<file path="config.mk">
export PLATFORM = sky130hd
export DESIGN_NAME = pcg_top
export DESIGN_NICKNAME = d
export VERILOG_FILES = /design/src/inc/pcg_pkg.sv /design/src/verilog/pcg_clock_gate.sv /design/src/verilog/pcg_top.sv
export SDC_FILE = /design/constraint.sdc
export NUM_CORES = 1
export LEC_CHECK = 0
export BUFFER_PORTS_ARGS = -buffer_cell sky130_fd_sc_hd__buf_2
export CELL_PAD_IN_SITES_DETAIL_PLACEMENT = 2
export CELL_PAD_IN_SITES_GLOBAL_PLACEMENT = 2
export CORE_MARGIN = 5
export CORE_UTILIZATION = 21
export DETAILED_ROUTE_END_ITERATION = 10
export PLACE_DENSITY = 0.81
export SETUP_SLACK_MARGIN = 0.15
export SLEW_MARGIN = 10
export SYNTH_ARGS = -nofsm -noshare
export SYNTH_HDL_FRONTEND = slang
export SYNTH_HIERARCHICAL = 1
export SYNTH_SLANG_ARGS = --single-unit
</file>
<file path="constraint.sdc">
create_clock -name CORE_CLK -period 1.6 [get_ports CORE_CLK]
set_clock_uncertainty 0.05 [all_clocks]
set_input_delay 0.08 -clock CORE_CLK [delete_from_list [all_inputs] [get_ports CORE_CLK]]
set_output_delay 0.08 -clock CORE_CLK [all_outputs]
set_load 0.01 [all_outputs]
</file>
<file path="src/inc/pcg_pkg.sv">
// Purpose: Constants for the peripheral clock gating block.
// Assumes: APB with 32-bit data, one aligned word per register.
// Notes:   Gate bits use 1 = module stopped.
package pcg_pkg;
    // -----------------------------------------------------------------
    // Register map
    // -----------------------------------------------------------------
    localparam logic [7:0]  PCG_GATE_ADDR   = 8'h00;   // Gate register byte address.
    localparam logic [7:0]  PCG_STATE_ADDR  = 8'h04;   // Effective enable status byte address.
    localparam int          PCG_ADDR_WIDTH  = 8;       // APB address width used by the block.
    // -----------------------------------------------------------------
    // Field positions
    // -----------------------------------------------------------------
    localparam int          PCG_TIMER_NINE  = 15;      // Timer nine gate bit.
    localparam int          PCG_TIMER_EIGHT = 14;      // Timer eight gate bit.
    localparam int          PCG_TIMER_SEVEN = 13;      // Timer seven gate bit.
    localparam int          PCG_TIMER_SIX   = 12;      // Timer six gate bit.
    localparam int          PCG_SECOND_I2C  = 1;       // Second I2C port gate bit.
    localparam int          PCG_SECOND_ADC  = 0;       // Second ADC gate bit.
    localparam logic [15:0] PCG_IMPL_MASK   = 16'hF003; // Bits that exist in the gate register.
    localparam logic [15:0] PCG_GATE_RESET  = 16'h0000; // Every present module starts enabled.
    // -----------------------------------------------------------------
    // Timing
    // -----------------------------------------------------------------
    localparam int          PCG_INSTR_CYCLES = 1;      // Delay from write to effect, instruction cycles.
    localparam int          PCG_CLK_PER_INSTR = 1;     // Core clocks per instruction cycle.
    localparam int          PCG_DELAY_CLKS  = PCG_INSTR_CYCLES * PCG_CLK_PER_INSTR;
endpackage : pcg_pkg

</file>
<file path="src/verilog/pcg_clock_gate.sv">
// Purpose: Glitch-free clock gate for one peripheral.
// Assumes: Enable changes only after a rising edge of the clock.
// Notes:   Latch-free form: enable retimed on the falling edge.
`timescale 1ns/1ns
`default_nettype none
module pcg_clock_gate (
    input  wire logic clk_in,   // Clock to be gated.
    input  wire logic enable,   // High lets the clock pass.
    output logic      clk_out   // Gated clock.
);
    // -----------------------------------------------------------------
    // Gate
    // -----------------------------------------------------------------
    logic enable_low;           // Enable held stable while the clock is high.

    // Retime on the falling edge so the AND never chops a high phase.
    always_ff @(negedge clk_in) begin
        enable_low <= enable;
    end

    // Pass the clock only while the retimed enable is high.
    assign clk_out = clk_in & enable_low;
endmodule : pcg_clock_gate
`default_nettype wire

</file>
<file path="src/verilog/pcg_top.sv">
// Purpose: Per-peripheral clock gating with an APB gate register.
// Assumes: SRST synchronous active high; CORE_CLK at 125 MHz.
// Notes:   Gate bits use 1 = module stopped; the rules follow.
// Notes on behaviour
// Set gate bit stops that module's clocks.
// Disabled module's register writes blocked, reads undefined.
// Enabled only if gate clear and implemented.
// Implemented gate bits reset to clear.
// Setting a bit disables after one cycle.
// Clearing re-enables after one cycle, if configured.
// ADC gated makes analog config ineffective.
// ADC gated makes shared pins digital.
// Bits 15-12 timers, 1 I2C, 0 ADC.
//
// Register access over APB and the address map were decided locally.
`timescale 1ns/1ns
`default_nettype none
module pcg_top #(
    parameter logic [5:0] PRESENT    = 6'h3F,  // Which modules exist: {t9,t8,t7,t6,i2c,adc}.
    parameter int         ANALOG_PINS = 16     // Pins shared with the second ADC.
) (
    input  wire logic                              CORE_CLK,
    input  wire logic                              SRST,
    input  wire logic                              PSEL,
    input  wire logic                              PENABLE,
    input  wire logic                              PWRITE,
    input  wire logic [pcg_pkg::PCG_ADDR_WIDTH-1:0] PADDR,
    input  wire logic [31:0]                       PWDATA,
    input  wire logic [3:0]                        PSTRB,
    output logic      [31:0]                       PRDATA,
    output logic                                   PREADY,
    output logic                                   PSLVERR,
    input  wire logic [5:0]                        MODULE_CFG_ON,
    input  wire logic [ANALOG_PINS-1:0]            ANALOG_PIN_CONFIG,
    output logic      [5:0]                        MODULE_RUN,
    output logic      [5:0]                        MODULE_REG_ACCESS,
    output logic      [ANALOG_PINS-1:0]            ANALOG_PIN_MODE,
    output logic      [5:0]                        MODULE_CLK
);
    import pcg_pkg::*;

    // -----------------------------------------------------------------
    // State
    // -----------------------------------------------------------------
    logic [15:0] module_clock_gate;        // Software gate register.
    logic [15:0] next_module_clock_gate;   // Next value of the gate register.
    logic [5:0]  enabled;                  // Registered effective enables.
    logic [5:0]  next_enabled;             // Next effective enables.
    logic [5:0]  run;                      // Enable and module configuration.
    logic [5:0]  next_run;                 // Next run value.
    logic [ANALOG_PINS-1:0] pin_mode;      // Registered analog pin mode.
    logic [ANALOG_PINS-1:0] next_pin_mode; // Next analog pin mode.
    logic [31:0] rdata;                    // Registered read data.
    logic [31:0] next_rdata;               // Next read data.
    logic        ready;                    // Registered ready.
    logic        next_ready;               // Next ready.
    logic        slverr;                   // Registered error.
    logic        next_slverr;              // Next error.
    logic        access;                   // APB access phase, first cycle.

    // Gather the six gate bits into one compact vector.
    function automatic logic [5:0] pack_gates(input logic [15:0] g);
        pack_gates = {g[PCG_TIMER_NINE], g[PCG_TIMER_EIGHT], g[PCG_TIMER_SEVEN],
                      g[PCG_TIMER_SIX], g[PCG_SECOND_I2C], g[PCG_SECOND_ADC]};
    endfunction : pack_gates

    // -----------------------------------------------------------------
    // APB slave
    // -----------------------------------------------------------------
    // Answer in the second access-phase cycle; ready drops after the handshake.
    assign access = PSEL & PENABLE & ~ready;

    // Decode writes and reads of the two registers.
    always_comb begin
        next_module_clock_gate = module_clock_gate;
        next_rdata             = rdata;
        next_ready             = access;
        next_slverr            = 1'b0;
        if (access) begin
            if (PADDR == PCG_GATE_ADDR) begin
                // Only implemented bits are writable, also those of modules that are not present.
                if (PWRITE) begin
                    if (PSTRB[0]) begin
                        next_module_clock_gate[7:0] = PWDATA[7:0] & PCG_IMPL_MASK[7:0];
                    end
                    if (PSTRB[1]) begin
                        next_module_clock_gate[15:8] = PWDATA[15:8] & PCG_IMPL_MASK[15:8];
                    end
                end else begin
                    next_rdata = {16'h0000, module_clock_gate};
                end
            end else if (PADDR == PCG_STATE_ADDR) begin
                // Status shows which modules are live now.
                if (PWRITE) begin
                    next_slverr = 1'b1;
                end else begin
                    next_rdata = {26'h0000000, enabled};
                end
            end else begin
                // Unmapped address: error, read returns zero.
                next_slverr = 1'b1;
                next_rdata  = 32'h00000000;
            end
        end
        if (SRST) begin
            next_module_clock_gate = PCG_GATE_RESET;
            next_rdata             = 32'h00000000;
            next_ready             = 1'b0;
            next_slverr            = 1'b0;
        end
    end

    // Register the bus state.
    always_ff @(posedge CORE_CLK) begin
        module_clock_gate <= next_module_clock_gate;
        rdata             <= next_rdata;
        ready             <= next_ready;
        slverr            <= next_slverr;
    end

    // -----------------------------------------------------------------
    // Gating
    // -----------------------------------------------------------------
    // Effective enables lag the gate register by one cycle.
    always_comb begin
        next_enabled  = ~pack_gates(module_clock_gate) & PRESENT;
        next_run      = enabled & MODULE_CFG_ON;
        // A gated ADC forces every shared pin digital, ignoring config.
        next_pin_mode = enabled[0] ? ANALOG_PIN_CONFIG : '0;
        if (SRST) begin
            next_enabled  = PRESENT;
            next_run      = 6'h00;
            next_pin_mode = '0;
        end
    end

    // Register the effective enables.
    always_ff @(posedge CORE_CLK) begin
        enabled  <= next_enabled;
        run      <= next_run;
        pin_mode <= next_pin_mode;
    end

    // One gate per module stops its clock while it is disabled.
    for (genvar i = 0; i < 6; i++) begin : g_gate
        pcg_clock_gate u_gate (
            .clk_in  (CORE_CLK),
            .enable  (enabled[i]),
            .clk_out (MODULE_CLK[i])
        );
    end

    // -----------------------------------------------------------------
    // Outputs
    // -----------------------------------------------------------------
    assign PRDATA            = rdata;
    assign PREADY            = ready;
    assign PSLVERR           = slverr;
    assign MODULE_RUN        = run;
    assign MODULE_REG_ACCESS = enabled;
    assign ANALOG_PIN_MODE   = pin_mode;
endmodule : pcg_top
`default_nettype wire

</file>
==> results of run 1 <==
how the worst min path moves through the flow:
stage	from	end	slack, ps	cells past startpoint
after floorplan	MODULE_CFG_ON[2]	MODULE_RUN[2]$_SDFF_PP0_	140	2
after global placement	ANALOG_PIN_CONFIG[4]	ANALOG_PIN_MODE[4]$_SDFF_PP0_	230	2
after detailed placement	ANALOG_PIN_CONFIG[10]	ANALOG_PIN_MODE[10]$_SDFF_PP0_	240	2
after CTS	PADDR[6]	module_clock_gate[1]$_SDFFE_PP0P_	90	5
after global routing	PSEL	PREADY$_SDFF_PP0_	100	4
final	PSEL	PREADY$_SDFF_PP0_	90	4
kinds of logic (layout without fill, tap and decap cells):
| kind of cell | Yosys count | after routing | share of synthesized area [%] |
|---|---|---|---|
| flops | 52 | 52 | 55.58 |
| other cells | 1 | 22 | 0.2002 |
| buf+inv | 35 | 143 | 12.36 |
| mux | 8 | 8 | 4.409 |
| compound gates | 13 | 13 | 4.542 |
| simple gates | 69 | 69 | 22.91 |
area by class of cell:
cell class                 instances  area (um^2)
tap                              108        135.1
fill                             956         5848
multi-input combinational        112        695.7
clock buffer                      16        180.2
sequential                        52         1042
timing repair buffer             118        758.2
inverter                           1        3.754
clock inverter                     8        57.56
per-layer routing:
layer / vias to the layer above / wire length [um]
met5: - / 0
met4: 0 / 60
li1: 785 / -
met2: 88 / 3084
met1: 767 / 2385
met3: 10 / 538
layout by cell type, fill, tap and decap left out:
cell type      synthesis  routed
nand4_1                6       6
and2_4                 0       2
dfxtp_2                0       1
nand2_1               10      10
and2_1                24      22
nand3_1                2       2
bufinv_16              0       1
a31oi_1                1       1
nor4_4                 1       1
buf_6                  1       2
nand2b_1               7       6
a21oi_1                7       7
a22o_1                 4       4
conb_1                 1      22
a31o_2                 1       1
buf_2                  0      86
dlygate4sd3_1          0      31
nor4b_4                1       1
mux2i_1                6       6
nand3b_1               1       1
mux2_2                 2       2
and3b_1                5       4
nor2b_2                0       1
inv_1                  7       7
and3b_2                0       1
nor3_2                 1       1
nor2_1                10      10
clkinvlp_2             0       1
nand2b_4               0       1
clkbuf_8               1      10
buf_4                 22       5
dfxtp_1               52      51
metrics by stage:
step                worst slack (ps)  hold WS [ps]
finish                        -339.5         85.15
global route                  -420.4         99.65
CTS                           -379.1         93.47
detailed placement             97.02         236.1
global placement               155.6         230.3
floorplan                      219.8         143.8
flip-flops by register name, summed over array words and instances, names as in the netlist:
signal,flops
ANALOG_PIN_MODE,16
MODULE_REG_ACCESS,6
MODULE_RUN,6
PRDATA,10
PREADY,1
PSLVERR,1
g_gate.u_gate/enable_low,6
module_clock_gate,6
repair_timing:
action / CTS / global route
endpoints found under the setup margin: 29 / 20
buffers inserted: 0 / 1
resized for setup: 1 / 7
cloned: 0 / 0
pin swaps: 0 / 2
hold buffers: 31 / 0
endpoints found under the hold margin: 33 / 0
power by group:
part           internal [uW]  total, uW  switching (uW)
Clock                   1020       1760             742
Sequential              1330       1330            8.70
Combinational            140        271             131
Total                   2490       3370             883
worst max-delay path, delay by kind of cell (launching register included):
| family | cells | cell delay (ps) |
|---|---|---|
| flops | 1 | 280 |
| buf+inv | 1 | 140 |
| simple gates | 1 | 120 |
cells in the mapped netlist:
| master | n |
|---|---|
| and2_1 | 24 |
| nand2_1 | 10 |
| inv_1 | 7 |
| a21oi_1 | 7 |
| nor2_1 | 10 |
| nor3_2 | 1 |
| nand3_1 | 2 |
| and3b_1 | 5 |
| nor4b_4 | 1 |
| a31o_2 | 1 |
| clkbuf_1 | 4 |
| nand2b_1 | 7 |
| conb_1 | 1 |
| buf_4 | 22 |
| a22o_1 | 4 |
| clkbuf_8 | 1 |
| dfxtp_1 | 52 |
| nor4_4 | 1 |
| a31oi_1 | 1 |
| mux2_2 | 2 |
| buf_6 | 1 |
| nand3b_1 | 1 |
| nor2b_1 | 1 |
| mux2i_1 | 6 |
| nand4_1 | 6 |
==> results by group, run 1 <==
Timing
  – Final setup fails: 12
  – Setup TNS: -2010 ps
  – Fin. Hold Viols: 0
  – Post-route setup slack: -339.5 ps
  – Unrepaired setup endpoints after global routing: true
  – Slew Viols, Final: 0
  – Rel. slew slack: 64.94%
  – Slew @ Worst Pin: 523.6 ps

Global routing
  – Grt ovf: 0
  – GR peak layer: met2
  – Total global-route track usage: 11.52%
  – GR Util met1: 12.10%
  – GR Layer Usage met2: 19.46%
  – Global-route wire length before repair: 10,050 um
  – Met3 usage: 5.214%
  – Vias in the first global route: 2,011
  – Initial antenna violation count: 0
  – Largest net degree at the start of global routing: 18

Route
  – 1st-iter DRT viols: 46
  – Routed wire per std cell: 14.62 um
  – Via count: 1,650
  – Post-Route WL: 6069 um
  – Post-DR vias/cell: 3.976
  – DR pass1 iterations: 4
  – # DRC: 0
  – Post-DRT Antenna Nets: 0

Clock network
  – Skew-Pair Late Insertion Delay: 400 ps
  – Clk slew on worst S/H paths: 100 ps
  – CTS tree: built

Die
  – IO Count: 139
  – Chip Width: 104.4 um
  – Die height: 104.4 um
  – Initial Utilization: 21.48%
  – Number of core rows: 34
  – Die area: 0.01091 mm^2
  – Core box area: 0.008721 mm^2

Cells and area
  – Design Area, Final: 0.002873 mm^2
  – Core Util, Final: 32.94%
  – Layout cell share with drive strength beyond 1: 38.11%
  – Antenna diodes: 0
  – # nets final: 377
  – Area grow syn2layout: 53.37%
  – Non-Filler Instances: 415

Critical path
  – Slowest CP cell: dfxtp_1
  – Crit path kind: flip-flop to output port
  – CP Launch Type: flip-flop
  – Reg-to-reg startpoint: PREADY$_SDFF_PP0_
  – Worst R2R End: PRDATA[15]$_SDFFE_PP0P_
  – Reg2Reg Depth: 4
  – WP data required: 1470 ps
  – Critical path arrival: 1810 ps
  – Crit-path cells: and2_1, buf_2
  – Crit path largest cell delay: 280 ps
  – Reg-to-reg slack, setup: 250 ps
  – Crit path max fanout: 1
  – Critical Path Sink Type: output port
  – CP endpoint: MODULE_CLK[4]
  – CP startpoint: g_gate[4].u_gate/enable_low$_DFF_N_

Logic synthesis
  – Top cells by area, synth: dfxtp_1 56%, buf_4 8.8%, and2_1 8.0%
  – Synthesis-stage register bit count: 52
  – Mapped Avg Cell Area: 10.52 um^2
  – Seq/Total Area, Yosys: 55.58%
  – Largest area contributor in the netlist: dfxtp_1
  – Share of the synthesized area in the top cell type: 55.58%
  – Synthesized cell area: 0.001873 mm^2
  – Post-synth cell types: 25
  – Gate count after technology mapping: 178
  – Synth warn: 6

Flow run
  – Max cap viols: 0

Hold path
  – Hold WC Path Type: primary input to flip-flop

Power
  – P_leak: 0.001413 uW
  – VDD IR max: 395.3 uV
  – Total power: 3369 uW
  – P per Cell Area: 1173 mW/mm^2

Placed design
  – Placed instance area: 0.002352 mm^2
  – GPL Wtd Cong: 0.7188
  – # port buffers: 88
  – HPWL Detailed: 4220 um
  – Placed insts: 371

Outcome
  – Failing checks: setup timing
  – Outcome: finished with violations
(Power assumes the default switching activity.)
==> run 2: changes to the inputs <==
--- a/config.mk
+++ b/config.mk
@@ -11,7 +11,8 @@
 export CORE_MARGIN = 5
 export CORE_UTILIZATION = 21
 export DETAILED_ROUTE_END_ITERATION = 10
-export PLACE_DENSITY = 0.81
+export MAX_ROUTING_LAYER = met4
+export PLACE_DENSITY = 0.88
 export SETUP_SLACK_MARGIN = 0.15
 export SLEW_MARGIN = 10
 export SYNTH_ARGS = -nofsm -noshare
==> results by group, run 2 (synthesis gave the netlist of run 1 again) <==
Power
  – VDD IR max: 337.1 uV
  – P per Cell Area: 1135 mW/mm^2
  – P_leak: 0.001395 uW

Global routing
  – Vias in the first global route: 2,006
  – Total global-route track usage: 11.57%
  – Global-route wire length before repair: 9839 um
  – Grt ovf: 0
  – Largest net degree at the start of global routing: 18
  – Initial antenna violation count: 0

Placed design
  – HPWL Detailed: 4276 um
  – Placed instance area: 0.002345 mm^2
  – GPL Wtd Cong: 0.6543
  – # port buffers: 88

Timing
  – Fin. Hold Viols: 0
  – Fin Hold WS: 103.7 ps
  – Rel. slew slack: 66.45%
  – Post-route setup slack: -352.3 ps
  – Unrepaired setup endpoints after global routing: true
  – Slew @ Worst Pin: 501.0 ps
  – Final setup fails: 12
  – Slew Viols, Final: 0

Cells and area
  – Most common cell after layout, fill and taps aside: buf_2
  – Leading cell types in the layout, fill and taps excluded: 86 x buf_2, 51 x dfxtp_1, 31 x dlygate4sd3_1
  – Layout cell share with drive strength beyond 1: 36.93%
  – Antenna diodes: 0
  – Register Area: 0.001042 mm^2
  – Area grow syn2layout: 51.30%
  – Fill cell count: 959
  – Design Area, Final: 0.002834 mm^2
  – Multi-input gate area: 686.9 um^2
  – # nets final: 376
  – Largest register FFs: 16

Critical path
  – Critical path arrival: 1820 ps
  – Reg2Reg Depth: 4
  – Crit-path cells: and2_1, buf_2
  – Slowest CP cell: dfxtp_1
  – Critical Path Sink Type: output port
  – Crit path max fanout: 1
  – Crit path kind: flip-flop to output port
  – CP Launch Type: flip-flop
  – Crit path largest cell delay: 280 ps
  – CP bufs+invs: 1
  – WP data required: 1470 ps
  – Crit path max-delay family: flip-flops
  – Crit path depth: 2

Clock network
  – CTS tree: built
  – Skew-Pair Late Insertion Delay: 410 ps
  – Clk slew on worst S/H paths: 90 ps

Outcome
  – Failing checks: setup timing
  – Outcome: finished with violations

Die
  – Chip Width: 104.4 um
  – Die area: 0.01091 mm^2
  – IO Count: 139
  – Initial Utilization: 21.48%
  – Core box area: 0.008721 mm^2
  – Number of core rows: 34
  – Die height: 104.4 um

Route
  – Via count: 1,659
  – Routed wire per std cell: 14.23 um
  – Post-DRT Antenna Nets: 0
  – 1st-iter DRT viols: 29
  – # DRC: 0
  – Post-DR vias/cell: 4.007
  – Post-Route WL: 5893 um
  – DR pass1 iterations: 4

Hold path
  – Hold WC Path Type: primary input to flip-flop
  – Hold path depth: 5

Flow run
  – Max cap viols: 0
[run 2: cell types whose count changed in the layout (fill, tap and decap cells not counted), sizes merged]
cell / change
clkinv: +1
clkbuf: +1
buf: -1
bufinv: -1
clkinvlp: -1
[run 2: final timing paths]
check / from / end / slack (ps)
worst max-delay path: g_gate[0].u_gate/enable_low$_DFF_N_ / MODULE_CLK[0] / -350
worst min-delay path: PADDR[6] / module_clock_gate[1]$_SDFFE_PP0P_ / 100
worst max register to register: PREADY$_SDFF_PP0_ / PRDATA[14]$_SDFFE_PP0P_ / 240
worst min register to register: module_clock_gate[0]$_SDFFE_PP0P_ / MODULE_REG_ACCESS[0]$_SDFF_PP1_ / 360
[run 2: what timing repair did]
item	in CTS	in global routing
endpoints found under the hold margin	30	0
buffers inserted	0	1
gates resized for setup	1	5
endpoints found under the setup margin	29	20
pin swaps	0	1
hold buffers	31	0
[run 2: power by group]
part,internal (uW),switching [uW]
clock,871,743
combinational,138,130
sequential,1330,8.19
total,2330,881
[run 2: metrics by stage]
step	total power (uW)	setup WS (ps)	setup TNS, ps	cells	util [%]
after floorplan	1753	219.8	0	199	-
after global placement	1934	157.1	0	370	26.89
after detailed placement	1944	92.92	0	370	26.89
after CTS	3195	-379.7	-2229	413	32.20
after global routing	3441	-418.1	-2425	414	32.50
final	3216	-352.3	-2043	414	32.50
[run 2: cell type report]
| type | count | area share [%] |
|---|---|---|
| clock inverter | 7 | 1.104 |
| sequential | 52 | 36.78 |
| multi-input combinational | 112 | 24.24 |
| tap | 108 | 4.768 |
| timing repair buffer | 117 | 26.49 |
| clock buffer | 17 | 6.490 |
| inverter | 1 | 0.1325 |
[run 2: per-layer routing]
metal | part of all wire, % | wire [um] | GRT usage [%]
met5 | 0 | 0 | -
met4 | 0.71 | 42 | 5.273
met3 | 8.5 | 499 | 4.718
met2 | 50 | 2970 | 18.82
met1 | 40 | 2381 | 12.26
[run 2: worst reg2reg max path, stage by stage, from the launching register on]
cell      delay, ps
dfxtp_1         330
and3b_1         270
nand2b_1        140
nor4b_4         340
a22o_1          180
==> run 3: changes to the inputs <==
--- a/config.mk
+++ b/config.mk
@@ -6,15 +6,13 @@
 export NUM_CORES = 1
 export LEC_CHECK = 0
 export BUFFER_PORTS_ARGS = -buffer_cell sky130_fd_sc_hd__buf_2
-export CELL_PAD_IN_SITES_DETAIL_PLACEMENT = 2
-export CELL_PAD_IN_SITES_GLOBAL_PLACEMENT = 2
 export CORE_MARGIN = 5
-export CORE_UTILIZATION = 21
+export CORE_UTILIZATION = 40
 export DETAILED_ROUTE_END_ITERATION = 10
 export MAX_ROUTING_LAYER = met4
-export PLACE_DENSITY = 0.88
+export PLACE_DENSITY = 0.9
 export SETUP_SLACK_MARGIN = 0.15
-export SLEW_MARGIN = 10
+export SLEW_MARGIN = 20
 export SYNTH_ARGS = -nofsm -noshare
 export SYNTH_HDL_FRONTEND = slang
 export SYNTH_HIERARCHICAL = 1
==> results by group, run 3 (synthesis gave the netlist of run 1 again) <==
Outcome
  – Outcome: finished with violations
  – Failing checks: setup timing

Route
  – Post-Route WL: 5027 um
  – Post-DR vias/cell: 4.487
  – Via count: 1,611
  – Post-DRT Antenna Nets: 0
  – DR pass1 iterations: 4
  – 1st-iter DRT viols: 48
  – # DRC: 0
  – Routed wire per std cell: 14.00 um

Global routing
  – Vias in the first global route: 1,679
  – Initial antenna violation count: 0
  – Global-route wire length before repair: 8169 um
  – Total global-route track usage: 17.65%
  – Grt ovf: 0
  – Largest net degree at the start of global routing: 24

Die
  – Core box area: 0.004444 mm^2
  – Die height: 78.43 um
  – Initial Utilization: 42.15%
  – Chip Width: 78.43 um
  – IO Count: 139
  – Die area: 0.006151 mm^2
  – Number of core rows: 24

Timing
  – Fin. Hold Viols: 0
  – Final setup fails: 12
  – Slew Viols, Final: 0
  – Post-route setup slack: -352.2 ps
  – Unrepaired setup endpoints after global routing: true

Power
  – Share of total power in combinational logic: 8.6%
  – Sw Share: 27.02%
  – Net Switching: 844.5 uW
  – P_leak: 0.001396 uW
  – P per Cell Area: 1130 mW/mm^2
  – Flop pwr share: 42.7%
  – Internal Power: 2281 uW
  – VDD IR max: 403.6 uV
  – Clk pwr share: 48.7%

Cells and area
  – Leading cell types in the layout, fill and taps excluded: 86 x buf_2, 51 x dfxtp_1, 32 x dlygate4sd3_1
  – Core Util, Final: 62.22%
  – # nets final: 377
  – Fill cell count: 351
  – Register Area: 0.001042 mm^2
  – Multi-input gate area: 686.9 um^2
  – Area grow syn2layout: 47.63%
  – Layout cell share with drive strength beyond 1: 36.81%
  – Largest register FFs: 16
  – Antenna diodes: 0
  – Most common cell after layout, fill and taps aside: buf_2

Placed design
  – # port buffers: 88
  – Post-Place Setup Slack: 153.1 ps
  – HPWL Detailed: 3224 um
  – GPL Wtd Cong: 0.7067

Critical path
  – Crit-path cells: and2_1, buf_2
  – CP Launch Type: flip-flop
  – Reg-to-reg slack, setup: 290 ps
  – Reg2Reg Depth: 4
  – CP startpoint: g_gate[3].u_gate/enable_low$_DFF_N_
  – Crit path largest cell delay: 290 ps
  – Critical Path Sink Type: output port
  – Worst R2R End: PRDATA[14]$_SDFFE_PP0P_
  – Reg-to-reg startpoint: PREADY$_SDFF_PP0_
  – Crit path kind: flip-flop to output port
  – WP data required: 1470 ps
  – Crit path max fanout: 1
  – Critical path arrival: 1820 ps
  – Slowest CP cell: dfxtp_1

Hold path
  – Hold Path Origin: SRST
  – Hold path endpoint: PREADY$_SDFF_PP0_
  – Hold path depth: 3
  – Hold WC Path Type: primary input to flip-flop

Clock network
  – CTS tree: built
  – Skew-Pair Late Insertion Delay: 400 ps
  – Clk slew on worst S/H paths: 90 ps

Flow run
  – Max cap viols: 0
run 3: changes by cell type in the layout (fill, tap and decap cells not counted), sizes merged:
cell / change
dlygate4sd3: +1
clkinvlp: +1
clkbuf: -2
inv: +1
run 3: routing by layer:
metal / vias up / share of wire (%) / GRT usage, % / routed length (um)
met5: - / 0 / - / 0
met4: 0 / 2.0 / 9.790 / 99
met3: 13 / 10 / 7.780 / 505
met2: 90 / 46 / 26.37 / 2319
met1: 722 / 42 / 19.73 / 2101
li1: 786 / - / - / -
run 3: cell type report:
class                   count  share of cell area (%)
clock buffers              15                   6.018
clock inverters             9                   1.448
inverters                   1                  0.1357
multi-input cells         112                   24.84
flip-flops and latches     52                   37.69
well taps                  52                   2.353
repair buffers            118                   27.51
run 3: power groups by stage:
stage               logic (uW)  clock network (uW)  registers (uW)
floorplan                  123                 250            1380
global placement           194                 373            1360
detailed placement         198                 373            1360
CTS                        260                1450            1330
global route               291                1680            1340
finish                     267                1520            1340
run 3: worst max path at each step:
stage                              endpoint  slack, ps
floorplan           PRDATA[12]$_SDFFE_PP0P_        220
global placement              MODULE_CLK[4]        160
detailed placement            MODULE_CLK[5]        150
CTS                           MODULE_CLK[3]       -360
global route                  MODULE_CLK[3]       -400
finish                        MODULE_CLK[3]       -350
run 3: what timing repair did:
item,in CTS,in global routing
hold endpoints to repair,31,0
pin swaps,0,1
hold buffers,32,0
buffers inserted,0,1
gates resized for setup,0,7
gates cloned,0,0
setup endpoints to repair,12,34
run 3: critical path, delay by kind of cell, from the launching register on:
| family | cells | cell delay [ps] |
|---|---|---|
| flip-flops | 1 | 290 |
| buffers and inverters | 1 | 130 |
| AND/OR/NAND/NOR | 1 | 120 |
run 3: through the flow:
stage	cell area [um^2]	total power [uW]	TNS, ps	hold slack, ps	instances
after CTS	2736	3048	-2097	52.36	358
after detailed placement	2275	1934	0	231.8	314
after global routing	2765	3310	-2336	83.24	359
after global placement	2275	1930	0	229.8	314
final	2765	3126	-2024	79.03	359
after floorplan	1952	1753	0	143.8	199
